==> src/rtl/pam_pkg.sv <==
// Notes on behaviour
// - direction bit one makes the pin an input, zero a push-pull output if the pin is general I/O.
// - input pins read back the sampled pin level.
// - output pins read back the output latch, not the pin.
// - direction register bits 4..0 read/write reset one; bits 7..5 read zero.
// - select-a bits 7:6 pick pin3: 0x general, 10 overvoltage sense, 11 touch four.
// - select-a bits 5:4 pick pin2: 11 touch two, else general.
// - select-b bits 1:0 pick pin4: 11 overvoltage sense; bits 7..2 read zero.
// - reset sets all data and direction bits high.
// - falling edge on a wake-enabled pin in power-down raises a wake request.
// - wake enable acts only for general I/O pins while powered down.
// - pull-up enable acts only for input pins; otherwise pull-up is off.
// - output data stays latched until software writes it again.
package pam_pkg;
    localparam int PAM_PINS = 5;
    localparam logic [2:0] PAM_SEL_DATA = 3'h0;
    localparam logic [2:0] PAM_SEL_DIR = 3'h1;
    localparam logic [2:0] PAM_SEL_PULL = 3'h2;
    localparam logic [2:0] PAM_SEL_WAKE = 3'h3;
    localparam logic [2:0] PAM_SEL_FUNA = 3'h4;
    localparam logic [2:0] PAM_SEL_FUNB = 3'h5;
    localparam logic [4:0] PAM_DATA_RST = 5'h1f;
    localparam logic [4:0] PAM_DIR_RST = 5'h1f;
    localparam logic [4:0] PAM_PULL_RST = 5'h00;
    localparam logic [4:0] PAM_WAKE_RST = 5'h00;
    localparam logic [7:0] PAM_FUNA_RST = 8'h00;
    localparam logic [1:0] PAM_FUNB_RST = 2'h0;
    localparam logic [1:0] PAM_CODE_ALT = 2'h3;
    localparam logic [1:0] PAM_CODE_OVP = 2'h2;
    localparam int PAM_P3_LSB = 6;
    localparam int PAM_P2_LSB = 4;
    localparam int PAM_P1_LSB = 2;
    localparam int PAM_P0_LSB = 0;
endpackage

==> src/rtl/pam_port.sv <==
`timescale 1ns/1ns
module pam_port
#(
    parameter int PINS = pam_pkg::PAM_PINS
) (
    input wire logic sys_clk_in,
    input wire logic reset_n_in,
    input wire logic [2:0] reg_sel_in,
    input wire logic reg_wr_in,
    input wire logic reg_rd_in,
    input wire logic [7:0] reg_wdata_in,
    output logic [7:0] reg_rdata_out,
    input wire logic power_down_in,
    input wire logic [4:0] pin_in,
    output logic [4:0] pin_out,
    output logic [4:0] pin_oe_out,
    output logic [4:0] pullup_on_out,
    output logic [3:0] touch_sel_out,
    output logic [3:0] touch_in_out,
    output logic overvoltage_sense_input_out,
    output logic wake_req_out
);
    import pam_pkg::*;

    logic [4:0] port_data_latch_q;
    logic [4:0] port_data_latch_d;
    logic [4:0] pin_direction_bits_q;
    logic [4:0] pin_direction_bits_d;
    logic [4:0] pin_pullup_enable_q;
    logic [4:0] pin_pullup_enable_d;
    logic [4:0] pin_wake_enable_q;
    logic [4:0] pin_wake_enable_d;
    logic [7:0] pin_function_select_a_q;
    logic [7:0] pin_function_select_a_d;
    logic [1:0] pin_function_select_b_q;
    logic [1:0] pin_function_select_b_d;
    logic [7:0] rdata_q;
    logic [7:0] rdata_d;
    logic [4:0] pin_sync;
    logic [4:0] pin_prev_q;
    logic [4:0] pin_prev_d;
    logic [4:0] oe_q;
    logic [4:0] oe_d;
    logic [4:0] out_q;
    logic [4:0] out_d;
    logic [4:0] pull_q;
    logic [4:0] pull_d;
    logic [3:0] tsel_q;
    logic [3:0] tsel_d;
    logic [3:0] tin_q;
    logic [3:0] tin_d;
    logic ovp_q;
    logic ovp_d;
    logic wake_q;
    logic wake_d;
    logic [4:0] gpio_mode;
    logic [4:0] read_val;
    logic [1:0] f3;
    logic [1:0] f2;
    logic [1:0] f1;
    logic [1:0] f0;
    logic [1:0] f4;

    pam_sync #(.WIDTH(PINS)) u_sync (
        .sys_clk_in(sys_clk_in),
        .reset_n_in(reset_n_in),
        .async_in(pin_in),
        .sync_out(pin_sync)
    );

    // function decode
    always_comb begin
        f3 = pin_function_select_a_q[PAM_P3_LSB +: 2];
        f2 = pin_function_select_a_q[PAM_P2_LSB +: 2];
        f1 = pin_function_select_a_q[PAM_P1_LSB +: 2];
        f0 = pin_function_select_a_q[PAM_P0_LSB +: 2];
        f4 = pin_function_select_b_q;
        gpio_mode[3] = !f3[1];
        gpio_mode[2] = (f2 != PAM_CODE_ALT);
        gpio_mode[1] = !f1[1];
        gpio_mode[0] = (f0 != PAM_CODE_ALT);
        gpio_mode[4] = (f4 != PAM_CODE_ALT);
        tsel_d[0] = (f0 == PAM_CODE_ALT);
        tsel_d[1] = (f2 == PAM_CODE_ALT);
        tsel_d[2] = (f1 == PAM_CODE_ALT);
        tsel_d[3] = (f3 == PAM_CODE_ALT);
        // touch inputs only see the pin when its key is selected
        tin_d[0] = tsel_d[0] & pin_sync[0];
        tin_d[1] = tsel_d[1] & pin_sync[2];
        tin_d[2] = tsel_d[2] & pin_sync[1];
        tin_d[3] = tsel_d[3] & pin_sync[3];
        // any pin routed to overvoltage sense drives it; low when none
        ovp_d = ((f3 == PAM_CODE_OVP) & pin_sync[3]) |
                ((f1 == PAM_CODE_OVP) & pin_sync[1]) |
                ((f4 == PAM_CODE_ALT) & pin_sync[4]);
    end

    // read mux: inputs show the pin, outputs show the latch
    always_comb begin
        read_val = (pin_direction_bits_q & pin_sync) |
                   (~pin_direction_bits_q & port_data_latch_q);
        rdata_d = rdata_q;
        if (reg_rd_in) begin
            unique case (reg_sel_in)
                PAM_SEL_DATA: rdata_d = {3'h0, read_val};
                PAM_SEL_DIR: rdata_d = {3'h0, pin_direction_bits_q};
                PAM_SEL_PULL: rdata_d = {3'h0, pin_pullup_enable_q};
                PAM_SEL_WAKE: rdata_d = {3'h0, pin_wake_enable_q};
                PAM_SEL_FUNA: rdata_d = pin_function_select_a_q;
                PAM_SEL_FUNB: rdata_d = {6'h00, pin_function_select_b_q};
                default: rdata_d = 8'h00;
            endcase
        end
    end

    // register writes; latch holds until rewritten
    always_comb begin
        port_data_latch_d = port_data_latch_q;
        pin_direction_bits_d = pin_direction_bits_q;
        pin_pullup_enable_d = pin_pullup_enable_q;
        pin_wake_enable_d = pin_wake_enable_q;
        pin_function_select_a_d = pin_function_select_a_q;
        pin_function_select_b_d = pin_function_select_b_q;
        if (reg_wr_in) begin
            unique case (reg_sel_in)
                PAM_SEL_DATA: port_data_latch_d = reg_wdata_in[4:0];
                PAM_SEL_DIR: pin_direction_bits_d = reg_wdata_in[4:0];
                PAM_SEL_PULL: pin_pullup_enable_d = reg_wdata_in[4:0];
                PAM_SEL_WAKE: pin_wake_enable_d = reg_wdata_in[4:0];
                PAM_SEL_FUNA: pin_function_select_a_d = reg_wdata_in;
                PAM_SEL_FUNB: pin_function_select_b_d = reg_wdata_in[1:0];
                default: ;
            endcase
        end
    end

    // pin drive, pull-up and wake
    always_comb begin
        // alternate input functions never drive; software also sets input
        oe_d = ~pin_direction_bits_q & gpio_mode;
        out_d = port_data_latch_q;
        pull_d = pin_pullup_enable_q & pin_direction_bits_q;
        pin_prev_d = pin_sync;
        wake_d = power_down_in &&
                 |(pin_prev_q & ~pin_sync & pin_wake_enable_q & gpio_mode);
    end

    always_ff @(posedge sys_clk_in) begin
        if (!reset_n_in) begin
            port_data_latch_q <= PAM_DATA_RST;
            pin_direction_bits_q <= PAM_DIR_RST;
            pin_pullup_enable_q <= PAM_PULL_RST;
            pin_wake_enable_q <= PAM_WAKE_RST;
            pin_function_select_a_q <= PAM_FUNA_RST;
            pin_function_select_b_q <= PAM_FUNB_RST;
            rdata_q <= 8'h00;
            pin_prev_q <= 5'h1f;
            oe_q <= 5'h00;
            out_q <= PAM_DATA_RST;
            pull_q <= 5'h00;
            tsel_q <= 4'h0;
            tin_q <= 4'h0;
            ovp_q <= 1'b0;
            wake_q <= 1'b0;
        end else begin
            port_data_latch_q <= port_data_latch_d;
            pin_direction_bits_q <= pin_direction_bits_d;
            pin_pullup_enable_q <= pin_pullup_enable_d;
            pin_wake_enable_q <= pin_wake_enable_d;
            pin_function_select_a_q <= pin_function_select_a_d;
            pin_function_select_b_q <= pin_function_select_b_d;
            rdata_q <= rdata_d;
            pin_prev_q <= pin_prev_d;
            oe_q <= oe_d;
            out_q <= out_d;
            pull_q <= pull_d;
            tsel_q <= tsel_d;
            tin_q <= tin_d;
            ovp_q <= ovp_d;
            wake_q <= wake_d;
        end
    end

    assign reg_rdata_out = rdata_q;
    assign pin_out = out_q;
    assign pin_oe_out = oe_q;
    assign pullup_on_out = pull_q;
    assign touch_sel_out = tsel_q;
    assign touch_in_out = tin_q;
    assign overvoltage_sense_input_out = ovp_q;
    assign wake_req_out = wake_q;

    chk_dir_drive: assert property (@(posedge sys_clk_in) disable iff (!reset_n_in)
        (reg_wr_in && reg_sel_in == PAM_SEL_DIR && reg_wdata_in[0] && !pin_direction_bits_q[0])
        |=> ##1 !pin_oe_out[0]) else $error("input pin drives");
    chk_dir_read: assert property (@(posedge sys_clk_in) disable iff (!reset_n_in)
        (reg_rd_in && reg_sel_in == PAM_SEL_DIR) |=> reg_rdata_out[7:5] == 3'h0)
        else $error("direction upper bits not zero");
    chk_out_read: assert property (@(posedge sys_clk_in) disable iff (!reset_n_in)
        (reg_rd_in && reg_sel_in == PAM_SEL_DATA && !pin_direction_bits_q[0])
        |=> reg_rdata_out[0] == $past(port_data_latch_q[0])) else $error("output readback");
    chk_in_read: assert property (@(posedge sys_clk_in) disable iff (!reset_n_in)
        (reg_rd_in && reg_sel_in == PAM_SEL_DATA && pin_direction_bits_q[1])
        |=> reg_rdata_out[1] == $past(pin_sync[1])) else $error("input readback");
    chk_touch_four: assert property (@(posedge sys_clk_in) disable iff (!reset_n_in)
        1'b1 |=> touch_sel_out[3] == ($past(pin_function_select_a_q[7:6]) == PAM_CODE_ALT))
        else $error("touch four select");
    chk_touch_two: assert property (@(posedge sys_clk_in) disable iff (!reset_n_in)
        $stable(pin_function_select_a_q[5:4]) |=>
        touch_sel_out[1] == ($past(pin_function_select_a_q[5:4]) == PAM_CODE_ALT))
        else $error("touch two select");
    chk_funb_read: assert property (@(posedge sys_clk_in) disable iff (!reset_n_in)
        (reg_rd_in && reg_sel_in == PAM_SEL_FUNB) |=> reg_rdata_out[7:2] == 6'h00)
        else $error("select b upper bits");
    chk_pull_gate: assert property (@(posedge sys_clk_in) disable iff (!reset_n_in)
        pullup_on_out[2] |-> $past(pin_direction_bits_q[2])) else $error("pull-up on output");
    chk_wake_gate: assert property (@(posedge sys_clk_in) disable iff (!reset_n_in)
        wake_req_out |-> $past(power_down_in)) else $error("wake while running");
    chk_latch_hold: assert property (@(posedge sys_clk_in) disable iff (!reset_n_in)
        !(reg_wr_in && reg_sel_in == PAM_SEL_DATA) |=> $stable(port_data_latch_q))
        else $error("latch changed without write");

    // no disable here: these watch the reset itself
    chk_reset_load: assert property (@(posedge sys_clk_in)
        !reset_n_in |=>
        port_data_latch_q == PAM_DATA_RST && pin_direction_bits_q == PAM_DIR_RST)
        else $error("reset did not set data and direction");
    chk_reset_float: assert property (@(posedge sys_clk_in)
        !reset_n_in |=> pin_oe_out == 5'h00 && !wake_req_out)
        else $error("pins driven during reset");

    // two edges after release the flops hold real pin levels
    chk_sync_delay: assert property (@(posedge sys_clk_in) disable iff (!reset_n_in)
        $past(reset_n_in, 2) |-> pin_sync == $past(pin_in, 2))
        else $error("pin level not delayed by two flops");

    chk_dir_write: assert property (@(posedge sys_clk_in) disable iff (!reset_n_in)
        (reg_wr_in && reg_sel_in == PAM_SEL_DIR)
        |=> pin_direction_bits_q == $past(reg_wdata_in[4:0]))
        else $error("direction not written");
    chk_data_write: assert property (@(posedge sys_clk_in) disable iff (!reset_n_in)
        (reg_wr_in && reg_sel_in == PAM_SEL_DATA)
        |=> port_data_latch_q == $past(reg_wdata_in[4:0]))
        else $error("data latch not written");
    chk_funb_write: assert property (@(posedge sys_clk_in) disable iff (!reset_n_in)
        (reg_wr_in && reg_sel_in == PAM_SEL_FUNB)
        |=> pin_function_select_b_q == $past(reg_wdata_in[1:0]))
        else $error("select b not written");
    chk_pull_store: assert property (@(posedge sys_clk_in) disable iff (!reset_n_in)
        (reg_wr_in && reg_sel_in == PAM_SEL_PULL)
        |=> pin_pullup_enable_q == $past(reg_wdata_in[4:0]))
        else $error("pull-up enable not written");
    chk_wake_store: assert property (@(posedge sys_clk_in) disable iff (!reset_n_in)
        (reg_wr_in && reg_sel_in == PAM_SEL_WAKE)
        |=> pin_wake_enable_q == $past(reg_wdata_in[4:0]))
        else $error("wake enable not written");
    chk_funa_read: assert property (@(posedge sys_clk_in) disable iff (!reset_n_in)
        (reg_rd_in && reg_sel_in == PAM_SEL_FUNA) |=> reg_rdata_out == $past(pin_function_select_a_q))
        else $error("select a readback");

    chk_touch_three: assert property (@(posedge sys_clk_in) disable iff (!reset_n_in)
        1'b1 |=> touch_sel_out[2] == ($past(pin_function_select_a_q[3:2]) == PAM_CODE_ALT))
        else $error("touch three select");
    chk_touch_one: assert property (@(posedge sys_clk_in) disable iff (!reset_n_in)
        1'b1 |=> touch_sel_out[0] == ($past(pin_function_select_a_q[1:0]) == PAM_CODE_ALT))
        else $error("touch one select");

    chk_ovp_pin3: assert property (@(posedge sys_clk_in) disable iff (!reset_n_in)
        (pin_function_select_a_q[7:6] == PAM_CODE_OVP && pin_sync[3])
        |=> overvoltage_sense_input_out) else $error("pin three overvoltage route");
    chk_ovp_pin1: assert property (@(posedge sys_clk_in) disable iff (!reset_n_in)
        (pin_function_select_a_q[3:2] == PAM_CODE_OVP && pin_sync[1])
        |=> overvoltage_sense_input_out) else $error("pin one overvoltage route");
    chk_ovp_pin4: assert property (@(posedge sys_clk_in) disable iff (!reset_n_in)
        (pin_function_select_b_q == PAM_CODE_ALT && pin_sync[4])
        |=> overvoltage_sense_input_out) else $error("pin four overvoltage route");
    chk_ovp_idle: assert property (@(posedge sys_clk_in) disable iff (!reset_n_in)
        (pin_function_select_a_q[7:6] != PAM_CODE_OVP &&
         pin_function_select_a_q[3:2] != PAM_CODE_OVP &&
         pin_function_select_b_q != PAM_CODE_ALT) |=> !overvoltage_sense_input_out)
        else $error("overvoltage sense without a routed pin");

    chk_wake_alt: assert property (@(posedge sys_clk_in) disable iff (!reset_n_in)
        ((pin_wake_enable_q & gpio_mode) == 5'h00) |=> !wake_req_out)
        else $error("wake from a pin that is not general I/O");

    // a key that is not selected must never see its pad
    for (genvar k = 0; k < 4; k++) begin : g_key_chk
        chk_key_gate: assert property (@(posedge sys_clk_in) disable iff (!reset_n_in)
            !touch_sel_out[k] |-> !touch_in_out[k]) else $error("unselected touch key sees pad");
    end

    for (genvar i = 0; i < PINS; i++) begin : g_pin_chk
        chk_pin_drive: assert property (@(posedge sys_clk_in) disable iff (!reset_n_in)
            (!pin_direction_bits_q[i] && gpio_mode[i]) |=> pin_oe_out[i])
            else $error("output pin not driven");
        chk_pin_input: assert property (@(posedge sys_clk_in) disable iff (!reset_n_in)
            pin_direction_bits_q[i] |=> !pin_oe_out[i]) else $error("input pin driven");
        chk_pin_level: assert property (@(posedge sys_clk_in) disable iff (!reset_n_in)
            pin_oe_out[i] |-> pin_out[i] == $past(port_data_latch_q[i]))
            else $error("driven level differs from latch");
        chk_pin_pull: assert property (@(posedge sys_clk_in) disable iff (!reset_n_in)
            (pin_pullup_enable_q[i] && pin_direction_bits_q[i]) |=> pullup_on_out[i])
            else $error("pull-up missing on input");
        chk_pin_wake: assert property (@(posedge sys_clk_in) disable iff (!reset_n_in)
            (power_down_in && pin_wake_enable_q[i] && gpio_mode[i] &&
             pin_prev_q[i] && !pin_sync[i]) |=> wake_req_out)
            else $error("enabled falling edge missed");
    end

    cov_wake: cover property (@(posedge sys_clk_in) disable iff (!reset_n_in) wake_req_out);
    cov_ovp: cover property (@(posedge sys_clk_in) disable iff (!reset_n_in)
        overvoltage_sense_input_out);
    cov_drive: cover property (@(posedge sys_clk_in) disable iff (!reset_n_in) |pin_oe_out);
    cov_touch: cover property (@(posedge sys_clk_in) disable iff (!reset_n_in) |touch_in_out);
    cov_out_read: cover property (@(posedge sys_clk_in) disable iff (!reset_n_in)
        reg_rd_in && reg_sel_in == PAM_SEL_DATA && !pin_direction_bits_q[1]);
endmodule // pam_port

==> src/rtl/pam_sync.sv <==
`timescale 1ns/1ns
module pam_sync #(
    parameter int WIDTH = 5
) (
    input wire logic sys_clk_in,
    input wire logic reset_n_in,
    input wire logic [WIDTH-1:0] async_in,
    output logic [WIDTH-1:0] sync_out
);
    logic [WIDTH-1:0] meta_q;
    logic [WIDTH-1:0] meta_d;
    logic [WIDTH-1:0] sync_q;
    logic [WIDTH-1:0] sync_d;

    // first stage feeds only the second
    always_comb begin
        meta_d = async_in;
        sync_d = meta_q;
    end

    // resets high to match idle pulled-up pins, avoiding a false fall
    always_ff @(posedge sys_clk_in) begin
        if (!reset_n_in) begin
            meta_q <= {WIDTH{1'b1}};
            sync_q <= {WIDTH{1'b1}};
        end else begin
            meta_q <= meta_d;
            sync_q <= sync_d;
        end
    end

    assign sync_out = sync_q;
endmodule // pam_sync

==> config.mk <==
export PLATFORM = sky130hd
export DESIGN_NAME = pam_port
export DESIGN_NICKNAME = d
export VERILOG_FILES = /design/src/rtl/pam_pkg.sv /design/src/rtl/pam_port.sv /design/src/rtl/pam_sync.sv
export SDC_FILE = /design/constraint.sdc
export NUM_CORES = 1
export LEC_CHECK = 0
export BUFFER_PORTS_ARGS = -buffer_cell sky130_fd_sc_hd__buf_2
export CAP_MARGIN = 30
export CORE_MARGIN = 2
export CORE_UTILIZATION = 50
export CTS_CLUSTER_SIZE = 40
export DETAILED_ROUTE_END_ITERATION = 16
export PLACE_DENSITY = 0.73
export SYNTH_ARGS = -nofsm -noshare
export SYNTH_HDL_FRONTEND = slang
export SYNTH_SLANG_ARGS = --single-unit
==> constraint.sdc <==
create_clock -name sys_clk_in -period 3.6 [get_ports sys_clk_in]
set_input_delay 0 -clock sys_clk_in [delete_from_list [all_inputs] [get_ports sys_clk_in]]
set_output_delay 0 -clock sys_clk_in [all_outputs]
set_load 0.01 [all_outputs]
-- After elaboration in Yosys (flattened, before gate mapping)
Cells that the tools add are included.
- memory bits (writable): 0
- logic and storage cells: 63
- bits in latches: 0
- ROM bits: 0
- input bits: 21
- memories: 0
- bits in registers: 78
- div/mod/pow operators: 0
- add/subtract/negate cells: 0
- reductions and logical operators: 11
- multipliers: 0
- bitwise logic cells: 19
- order comparisons: 0
- equality and inequality tests: 15
- shifts and indexed selects: 0
- muxes and demuxes: 1
- operator list (cell ; number):
    $pmux 8 s6 ; 1
    $and 5x5->5 ; 7
    $eq 2x2->1 const B ; 7
    $reduce_and 2->1 ; 6
    $not 5->5 ; 2
    $and 1x1->1 ; 7
    $eq 3x2->1 const B ; 2
    $eq 3x3->1 const B ; 2
    $ne 2x2->1 const B ; 3
    $or 5x5->5 ; 1
    $reduce_or 5->1 ; 1
    $eq 3x1->1 const B ; 1
    $logic_not 3->1 ; 1
    $logic_not 1->1 ; 2
    $or 1x1->1 ; 2
    $logic_and 1x1->1 ; 1

-- Longest topological paths before layout
Gate-level depths: netlist of run 1.
- depth after elaboration: 6
- depth in mapped cells: 5
- depth with buffers taken out: 3

-- Cells and area by module
A second synthesis of run 1 with hierarchy kept.
- cell total of the unflattened synthesis: 271
- area, all modules: 2897.8 sq um
- modules (own cells, without submodules) (module ; seq. area each (sq um) ; cells an instance ; instances ; area an instance (sq um)):
    pam_port ; 1361.3 ; 251 ; 1 ; 2635.0
    pam_sync ; 200.2 ; 20 ; 1 ; 262.8

-- Worst setup path before layout of run 1
Ideal clock, no wire load.
- path kind: reg2reg
- start: register pin_function_select_a_q[4]
- end: register rdata_q[4] (netlist: reg_rdata_out[4])
- cell stages (with the launch flop): 4
- path slack: 2483 ps
- clock period less this slack: 1117 ps
- arrival: 998 ps
- library setup time: 119 ps
- required time: 3481 ps
- path through: dfxtp_1 and4bb_2 a311o_1 o221a_1
- word-level cells in the longest chain between the ends: 1
- RTL lines (item ; line ; RTL):
    start: declaration ; pam_port.sv:33 ; logic [7:0] pin_function_select_a_q;
    start signal: assignment ; pam_port.sv:170 ; pin_function_select_a_q <= pin_function_select_a_d;
    $pmux 8 s6 ; pam_port.sv:104 ; unique case (reg_sel_in)
    end signal: assignment ; pam_port.sv:172 ; rdata_q <= rdata_d;
    end: declaration ; pam_port.sv:37 ; logic [7:0] rdata_q;
No other way between the ends.
A chain may end at the register's enable or synchronous reset.

==> metrics.txt, run 1 <==
# TYPE chip_impl_metric gauge
chip_impl_info{name="run_status",value="completed"} 1
chip_impl_info{name="clk_root_buffer_cell",value="sky130_fd_sc_hd__clkbuf_8"} 1
chip_impl_metric{name="core",unit="µm²"} 5540
chip_impl_metric{name="utilization",unit="%"} 64.05
chip_impl_info{name="cp-start-kind",value="primary input"} 1
chip_impl_metric{name="fin_skew",unit="ns"} 0.009150
chip_impl_metric{name="cp.required",unit="ns"} 3.89
chip_impl_info{name="netlist_top_cells_area",value="sky130_fd_sc_hd__dfxtp_1, sky130_fd_sc_hd__mux2i_1, sky130_fd_sc_hd__nand2b_1"} 1
chip_impl_info{name="worst_path_max_delay_cell",value="sky130_fd_sc_hd__inv_1"} 1
chip_impl_metric{name="initial_core_util",unit="%"} 52.26
chip_impl_metric{name="tritoncts.num_buffers",unit=""} 9
chip_impl_metric{name="cts.sink_count",unit=""} 78
chip_impl_info{name="critical_path_class",value="primary input to flop"} 1
chip_impl_metric{name="min_period",unit="ns"} 1.509
chip_impl_info{name="crit_path_cell_trace",value="buf_2 > inv_1 > nor4_1 > a22o_1"} 1
chip_impl_metric{name="timing.max_cap.violations",unit=""} 0
chip_impl_info{name="endpoint_kind",value="flop"} 1
chip_impl_metric{name="setup_violations",unit=""} 0
chip_impl_metric{name="antennaDiodeCount",unit=""} 0
chip_impl_metric{name="synthToLayoutAreaGrowth",unit="%"} 22.56
chip_impl_info{name="cts_tree",value="done"} 1
chip_impl_metric{name="die_h",unit="µm"} 80.10
chip_impl_metric{name="final_max_slew_viol_count",unit=""} 0
chip_impl_metric{name="postSynth.asyncResetShare",unit="%"} 0
chip_impl_metric{name="clkTransAtPathRegs",unit="ns"} 0.07
chip_impl_metric{name="grt_antenna_before_repair",unit=""} 0
chip_impl_metric{name="post_synthesis_sequential_element_count",unit=""} 78
chip_impl_metric{name="timing.slew.headroom",unit="%"} 31.64
chip_impl_metric{name="fmax",unit="GHz"} 0.6629
chip_impl_metric{name="design.die.area",unit="µm²"} 6415
chip_impl_info{name="synth_top_cells_by_count",value="sky130_fd_sc_hd__dfxtp_1, sky130_fd_sc_hd__mux2i_1, sky130_fd_sc_hd__nor2_1"} 1
chip_impl_metric{name="die_x",unit="µm"} 80.10
chip_impl_metric{name="synth_top_area_share",unit="%"} 53.93
chip_impl_metric{name="routed_wl",unit="µm"} 6261
chip_impl_metric{name="syn-instance-count",unit=""} 270
chip_impl_metric{name="critical_path_buf_inv_count",unit=""} 2
chip_impl_metric{name="detailroute.via_count",unit=""} 2147
chip_impl_metric{name="first_drt_iteration_drcs",unit=""} 153
chip_impl_metric{name="grt_pass1_wl",unit="µm"} 10050
chip_impl_metric{name="cts_htree_levels",unit=""} 3
chip_impl_metric{name="gpl_wtd_cong",unit=""} 0.7942
chip_impl_metric{name="multi_input_comb_area",unit="µm²"} 1227
chip_impl_metric{name="rows",unit=""} 27
chip_impl_metric{name="gr-usage-all-layers",unit="%"} 21.00
chip_impl_metric{name="cp_max_fo",unit=""} 43
chip_impl_info{name="ys.flop_type",value="sky130_fd_sc_hd__dfxtp_1"} 1
chip_impl_metric{name="cellPowerDensity",unit="nW/µm²"} 506.2
chip_impl_metric{name="count_of_input_and_output_buffers",unit=""} 53
chip_impl_metric{name="synth_nets",unit=""} 291
chip_impl_metric{name="detailedPlacementHpwl",unit="µm"} 4143
chip_impl_metric{name="ys.warnings.count",unit=""} 0
chip_impl_info{name="synth.largest_area_cell",value="sky130_fd_sc_hd__dfxtp_1"} 1
chip_impl_info{name="crit_path_leading_delay_family",value="buffers and inverters"} 1
chip_impl_info{name="grt_setup_unrepaired",value="no"} 1
chip_impl_metric{name="route.detailed.vias_per_inst",unit=""} 5.237
chip_impl_metric{name="timing.setup.tns",unit="ns"} 0
chip_impl_info{name="synth.most_common_cell",value="sky130_fd_sc_hd__dfxtp_1"} 1
chip_impl_metric{name="worst-endpoint-arrival",unit="ns"} 1.80
chip_impl_metric{name="cellLeakagePower",unit="µW"} 0.001507
chip_impl_metric{name="critical_path.max_stage_delay",unit="ns"} 0.67
chip_impl_metric{name="sequential_cell_area",unit="µm²"} 1562
chip_impl_metric{name="syn-mean-instance-area",unit="µm²"} 10.72
chip_impl_metric{name="drt-wirelength-per-cell",unit="µm"} 15.27
chip_impl_metric{name="drt_pass1_iterations",unit=""} 4
chip_impl_metric{name="worst_ir_drop_vdd",unit="V"} 0.0003838
chip_impl_metric{name="globalRoute.totalOverflow",unit=""} 0
chip_impl_metric{name="grt_start_max_net_pins",unit=""} 44
chip_impl_metric{name="post_layout_nonfiller_instances",unit=""} 410
chip_impl_metric{name="hold_viol_final",unit=""} 0
chip_impl_metric{name="boundaryPins",unit=""} 54
chip_impl_info{name="holdCritPathClass",value="primary input to flop"} 1
chip_impl_metric{name="edff_count_synth",unit=""} 0
chip_impl_metric{name="nFillCells",unit=""} 463
chip_impl_metric{name="placed_cells",unit=""} 380
chip_impl_metric{name="fraction_of_the_yosys_area_taken_by_sequential_cells",unit="%"} 53.93
chip_impl_metric{name="post_route_cells_drive_above_1_share",unit="%"} 23.08
chip_impl_metric{name="worst_skew_pair.late_latency",unit="ns"} 0.35
chip_impl_metric{name="cts.repair.resized",unit=""} 0
chip_impl_metric{name="grt_pass1_vias",unit=""} 2020
chip_impl_metric{name="synth.cell_area",unit="µm²"} 2895
chip_impl_metric{name="ys_types",unit=""} 38
chip_impl_metric{name="post-route-period-util",unit="%"} 41.91
chip_impl_metric{name="nNetsFinal",unit=""} 354
chip_impl_metric{name="final_antenna_net_count",unit=""} 0
chip_impl_metric{name="hold_slack",unit="ns"} 0.04094
chip_impl_metric{name="timing_worst_slew_pin_value",unit="ns"} 1.024
chip_impl_metric{name="drt_drc_violations_left",unit=""} 0
chip_impl_metric{name="clock_tree.buffer_depth",unit=""} 2
[kinds of logic (layout without fill, tap and decap cells)]
kind of cell           Yosys count  in the layout  share of synthesized area [%]
buffers and inverters           19             87                          3.673
AOI/OAI and AO/OA               25             25                          5.964
DFF                             78             78                          53.93
muxes                           39             39                          13.57
and+or+nand+nor                109            109                          22.86
[flip-flops by register name (all words and copies together), names as in the netlist]
name / count
out_d: 5
reg_rdata_out: 8
pin_pullup_enable_q: 5
u_sync.meta_q: 5
u_sync.sync_out: 5
wake_req_out: 1
f4: 2
pin_wake_enable_q: 5
pin_direction_bits_q: 5
touch_sel_out: 4
pin_prev_q: 5
pin_function_select_a_q: 8
touch_in_out: 4
pullup_on_out: 5
pin_oe_out: 5
overvoltage_sense_input_out: 1
pin_out: 5
[routing by layer]
metal,wire length [µm],share of wire (%),GRT usage [%]
met1,3162,51,28.77
met4,106,1.7,9.661
met3,359,5.7,6.629
met2,2632,42,30.08
met5,0,0,0
[worst paths after layout]
check,from,to,slack (ns),cells after the start
max,reset_n_in,reg_rdata_out[0],2.09,4
min,reg_rd_in,reg_rdata_out[7],0.04,3
max reg2reg,pin_direction_bits_q[1],reg_rdata_out[1],2.35,3
min reg2reg,u_sync.meta_q[4],u_sync.sync_out[4],0.41,1
[repair_timing]
item                                   CTS  global route
setup buffers                            0             0
hold buffers                            14             0
endpoints found under the hold margin   36             0
[cell usage in the layout (no fill, tap or decap), types with 2 or more instances in the layout]
cell                            count
sky130_fd_sc_hd__nand2_1           17
sky130_fd_sc_hd__bufinv_16          3
sky130_fd_sc_hd__o221a_1            2
sky130_fd_sc_hd__a21oi_1            3
sky130_fd_sc_hd__nor2_1            26
sky130_fd_sc_hd__dfxtp_1           78
sky130_fd_sc_hd__mux2_2             2
sky130_fd_sc_hd__nand2b_1          24
sky130_fd_sc_hd__o22ai_1            2
sky130_fd_sc_hd__a31oi_1            7
sky130_fd_sc_hd__nor4bb_1           4
sky130_fd_sc_hd__buf_2             54
sky130_fd_sc_hd__nand3_1            4
sky130_fd_sc_hd__dlygate4sd3_1     14
sky130_fd_sc_hd__and2_1             4
sky130_fd_sc_hd__inv_1              3
sky130_fd_sc_hd__and3_1             7
sky130_fd_sc_hd__o21ai_0            4
sky130_fd_sc_hd__nand4b_1           4
sky130_fd_sc_hd__nand3b_1           2
sky130_fd_sc_hd__nor3b_1            3
sky130_fd_sc_hd__o211ai_1           3
sky130_fd_sc_hd__nor3_1             2
sky130_fd_sc_hd__clkbuf_8          10
sky130_fd_sc_hd__mux2i_1           37
sky130_fd_sc_hd__and4bb_2           4
[layout make-up]
| type | instances | share of cell area (%) |
|---|---|---|
| Tap cell | 72 | 2.539 |
| Clock inverter | 5 | 2.997 |
| Clock buffer | 11 | 3.985 |
| Multi-Input combinational cell | 173 | 34.59 |
| Inverter | 3 | 0.3173 |
| Timing Repair Buffer | 68 | 11.57 |
| Sequential cell | 78 | 44.01 |
[where the power goes]
part	internal (µW)	switching [µW]
clock network	481	306
logic	52.7	61.0
registers	883	13.6
total	1420	380
[stage by stage]
stage	cell area (µm²)	power (µW)	setup slack (ns)
3_3_place_gp	3156	1016	1.738
2_1_floorplan	2895	982.8	2.483
6_report	3548	1796	2.091
3_5_place_dp	3161	1018	1.750
5_1_grt	3548	1858	1.900
4_1_cts	3548	1811	2.127
[tightest hold or removal path: cells and delay by family]
kind	cells	cell delay, ns
buffers and inverters	1	0.18
AND/OR/NAND/NOR	1	0.09
AO/OA/AOI/OAI	1	0.06
No activity file was read; power rests on OpenSTA's default activity.
==> run 2, diff against run 1 <==
- clock period: 3.6 -> 1.6 ns (I/O delays scaled with it)
==> run 2 against run 1 <==
- hold slack got worse by 0.0099 ns
- largest cell class unchanged
- setup slack lost 1.7 ns
- sequential power increased by 130%
- clock skew down 0.00074 ns
==> metrics.txt, run 2 (same netlist as run 1, synthesis figures left out) <==
# TYPE chip_impl_metric gauge
chip_impl_info{name="crit_path_leading_delay_family",value="flip-flops"} 1
chip_impl_metric{name="drt-wirelength-per-cell",unit="µm"} 15.22
chip_impl_metric{name="detailedPlacementHpwl",unit="µm"} 4146
chip_impl_metric{name="boundaryPins",unit=""} 54
chip_impl_info{name="crit_start",value="pin_direction_bits_q[1]"} 1
chip_impl_info{name="clk_root_buffer_cell",value="sky130_fd_sc_hd__clkbuf_8"} 1
chip_impl_metric{name="tritoncts.num_buffers",unit=""} 9
chip_impl_metric{name="design.die.area",unit="µm²"} 6415
chip_impl_metric{name="cp_max_fo",unit=""} 5
chip_impl_metric{name="power.share.clock",unit="%"} 41.4
chip_impl_metric{name="setup_violations",unit=""} 0
chip_impl_metric{name="clkTransAtPathRegs",unit="ns"} 0.08
chip_impl_info{name="crit_path_cell_trace",value="or4bb_1 > o211ai_1 > o221a_1"} 1
chip_impl_metric{name="grt_start_max_net_pins",unit=""} 43
chip_impl_metric{name="post-cts-setup-buffers",unit=""} 0
chip_impl_metric{name="worst_ir_drop_vdd",unit="V"} 0.0007640
chip_impl_info{name="critical_path_class",value="flop to flop"} 1
chip_impl_metric{name="p_switching",unit="µW"} 864.0
chip_impl_metric{name="grt_pass1_vias",unit=""} 2047
chip_impl_metric{name="post_route_cells_drive_above_1_share",unit="%"} 24.71
chip_impl_metric{name="seqPwrFrac",unit="%"} 51.8
chip_impl_metric{name="clock_tree.buffer_depth",unit=""} 2
chip_impl_metric{name="postPlaceCellArea",unit="µm²"} 3208
chip_impl_info{name="holdCritPathClass",value="primary input to flop"} 1
chip_impl_metric{name="antennaDiodeCount",unit=""} 0
chip_impl_metric{name="combinational_cell_fraction_of_total_power",unit="%"} 6.8
chip_impl_info{name="endpoint_kind",value="flop"} 1
chip_impl_metric{name="cts.repair.resized",unit=""} 0
chip_impl_metric{name="globalRoute.totalOverflow",unit=""} 0
chip_impl_info{name="cts_tree",value="done"} 1
chip_impl_info{name="hold_path_startpoint",value="reset_n_in"} 1
chip_impl_metric{name="critical_path_buf_inv_count",unit=""} 0
chip_impl_info{name="crit-reg2reg-launch",value="pin_direction_bits_q[1]"} 1
chip_impl_metric{name="final_antenna_net_count",unit=""} 0
chip_impl_metric{name="grt_antenna_before_repair",unit=""} 0
chip_impl_metric{name="timing.slew.headroom",unit="%"} 71.16
chip_impl_metric{name="routed_wl",unit="µm"} 6333
chip_impl_metric{name="initial_core_util",unit="%"} 52.26
chip_impl_metric{name="gpl_wtd_cong",unit=""} 0.8657
chip_impl_metric{name="rows",unit=""} 27
chip_impl_metric{name="route.detailed.vias_per_inst",unit=""} 5.149
chip_impl_metric{name="timing.setup.tns",unit="ns"} 0
chip_impl_metric{name="postLayoutCellArea",unit="µm²"} 3571
chip_impl_metric{name="critical_path.max_stage_delay",unit="ns"} 0.43
chip_impl_metric{name="nNetsFinal",unit=""} 360
chip_impl_metric{name="die_h",unit="µm"} 80.10
chip_impl_metric{name="die_x",unit="µm"} 80.10
chip_impl_metric{name="post-route-period-util",unit="%"} 74.72
chip_impl_metric{name="cts.sink_count",unit=""} 78
chip_impl_metric{name="timing.max_cap.violations",unit=""} 0
chip_impl_metric{name="min_period",unit="ns"} 1.196
chip_impl_metric{name="final_max_slew_viol_count",unit=""} 0
chip_impl_metric{name="worst-endpoint-arrival",unit="ns"} 1.48
chip_impl_metric{name="first_drt_iteration_drcs",unit=""} 208
chip_impl_metric{name="grt_pass1_wl",unit="µm"} 10200
chip_impl_info{name="worst_path_max_delay_cell",value="sky130_fd_sc_hd__dfxtp_1"} 1
chip_impl_info{name="cp-start-kind",value="flop"} 1
chip_impl_metric{name="core",unit="µm²"} 5540
chip_impl_metric{name="synthToLayoutAreaGrowth",unit="%"} 23.34
chip_impl_metric{name="drt_pass1_iterations",unit=""} 4
chip_impl_metric{name="fin_skew",unit="ns"} 0.008411
chip_impl_info{name="commonest_non_fill_non_tap_cells_in_the_layout",value="sky130_fd_sc_hd__dfxtp_1, sky130_fd_sc_hd__buf_2, sky130_fd_sc_hd__mux2i_1, sky130_fd_sc_hd__nor2_1, sky130_fd_sc_hd__nand2b_1"} 1
chip_impl_metric{name="p_int",unit="µW"} 3027
chip_impl_info{name="mostFrequentLayoutCell",value="sky130_fd_sc_hd__dfxtp_1"} 1
chip_impl_info{name="grt_setup_unrepaired",value="no"} 1
chip_impl_metric{name="gr-usage-all-layers",unit="%"} 21.12
chip_impl_metric{name="cellPowerDensity",unit="nW/µm²"} 1090
chip_impl_info{name="run_status",value="completed"} 1
chip_impl_metric{name="timing_worst_slew_pin_value",unit="ns"} 0.4326
chip_impl_metric{name="worst_skew_pair.late_latency",unit="ns"} 0.34
chip_impl_metric{name="hold_viol_final",unit=""} 0
chip_impl_metric{name="drt_drc_violations_left",unit=""} 0
chip_impl_metric{name="switching_share",unit="%"} 22.20
chip_impl_metric{name="cp.required",unit="ns"} 1.89
chip_impl_metric{name="detailroute.via_count",unit=""} 2142
chip_impl_metric{name="fmax",unit="GHz"} 0.8365
chip_impl_metric{name="cts_htree_levels",unit=""} 3
chip_impl_metric{name="count_of_input_and_output_buffers",unit=""} 53
chip_impl_metric{name="cellLeakagePower",unit="µW"} 0.001525
[run 2: layout make-up]
class / count / area (µm²)
fillers: 466 / 1969
flip-flops and latches: 78 / 1562
multi-input cells: 173 / 1227
repair buffers: 74 / 457.9
clock buffers: 10 / 137.6
well taps: 72 / 90.09
clock inverters: 6 / 85.08
inverters: 3 / 11.26
[run 2: through the flow]
stage | total power (µW) | hold slack [ns] | worst slack (ns) | instances | utilization (%)
final | 3891 | 0.03101 | 0.4045 | 416 | 64.45
after global routing | 4048 | 0.03840 | 0.3285 | 416 | 64.45
after CTS | 3917 | 0.02233 | 0.4133 | 416 | 64.45
after detailed placement | 2298 | 0.1836 | 0.3212 | 386 | 57.90
after global placement | 2295 | 0.1799 | 0.3493 | 386 | 57.90
after floorplan | 2211 | 0.07310 | 0.4830 | 270 | -
[run 2: worst register-to-register path: cells and delay by family (launching register included)]
| kind | cells | cell delay [ns] |
|---|---|---|
| DFF | 1 | 0.43 |
| and+or+nand+nor | 1 | 0.41 |
| AOI/OAI and AO/OA | 2 | 0.30 |
[run 2: final timing paths]
path                                                    to  depth (start not counted)  slack, ns
worst min register to register          u_sync.sync_out[4]                          1       0.41
worst max register to register            reg_rdata_out[1]                          3       0.40
worst max-delay path                      reg_rdata_out[1]                          3       0.40
worst min-delay path            pin_function_select_a_q[3]                          3       0.03
[run 2: layer usage]
layer  vias up  track usage [%]  share of wire, %
met5         -                0                 0
met1       989            28.41                46
met4         0            8.814               1.2
li1       1079                -                 -
met2        66            32.75                46
met3         8            4.719               6.3
[run 2: power groups by stage]
| stage | registers [µW] | logic [µW] | clock network [µW] |
|---|---|---|---|
| final | 2020 | 265 | 1610 |
| after detailed placement | 2060 | 237 | 0 |
| after global routing | 2020 | 291 | 1730 |
| after CTS | 2020 | 265 | 1640 |
| after floorplan | 2060 | 154 | 0 |
| after global placement | 2060 | 235 | 0 |
[run 2: timing repair]
item / CTS / global route
hold endpoints to repair: 33 / 0
endpoints found under the setup margin: 0 / 0
hold buffers: 14 / 0
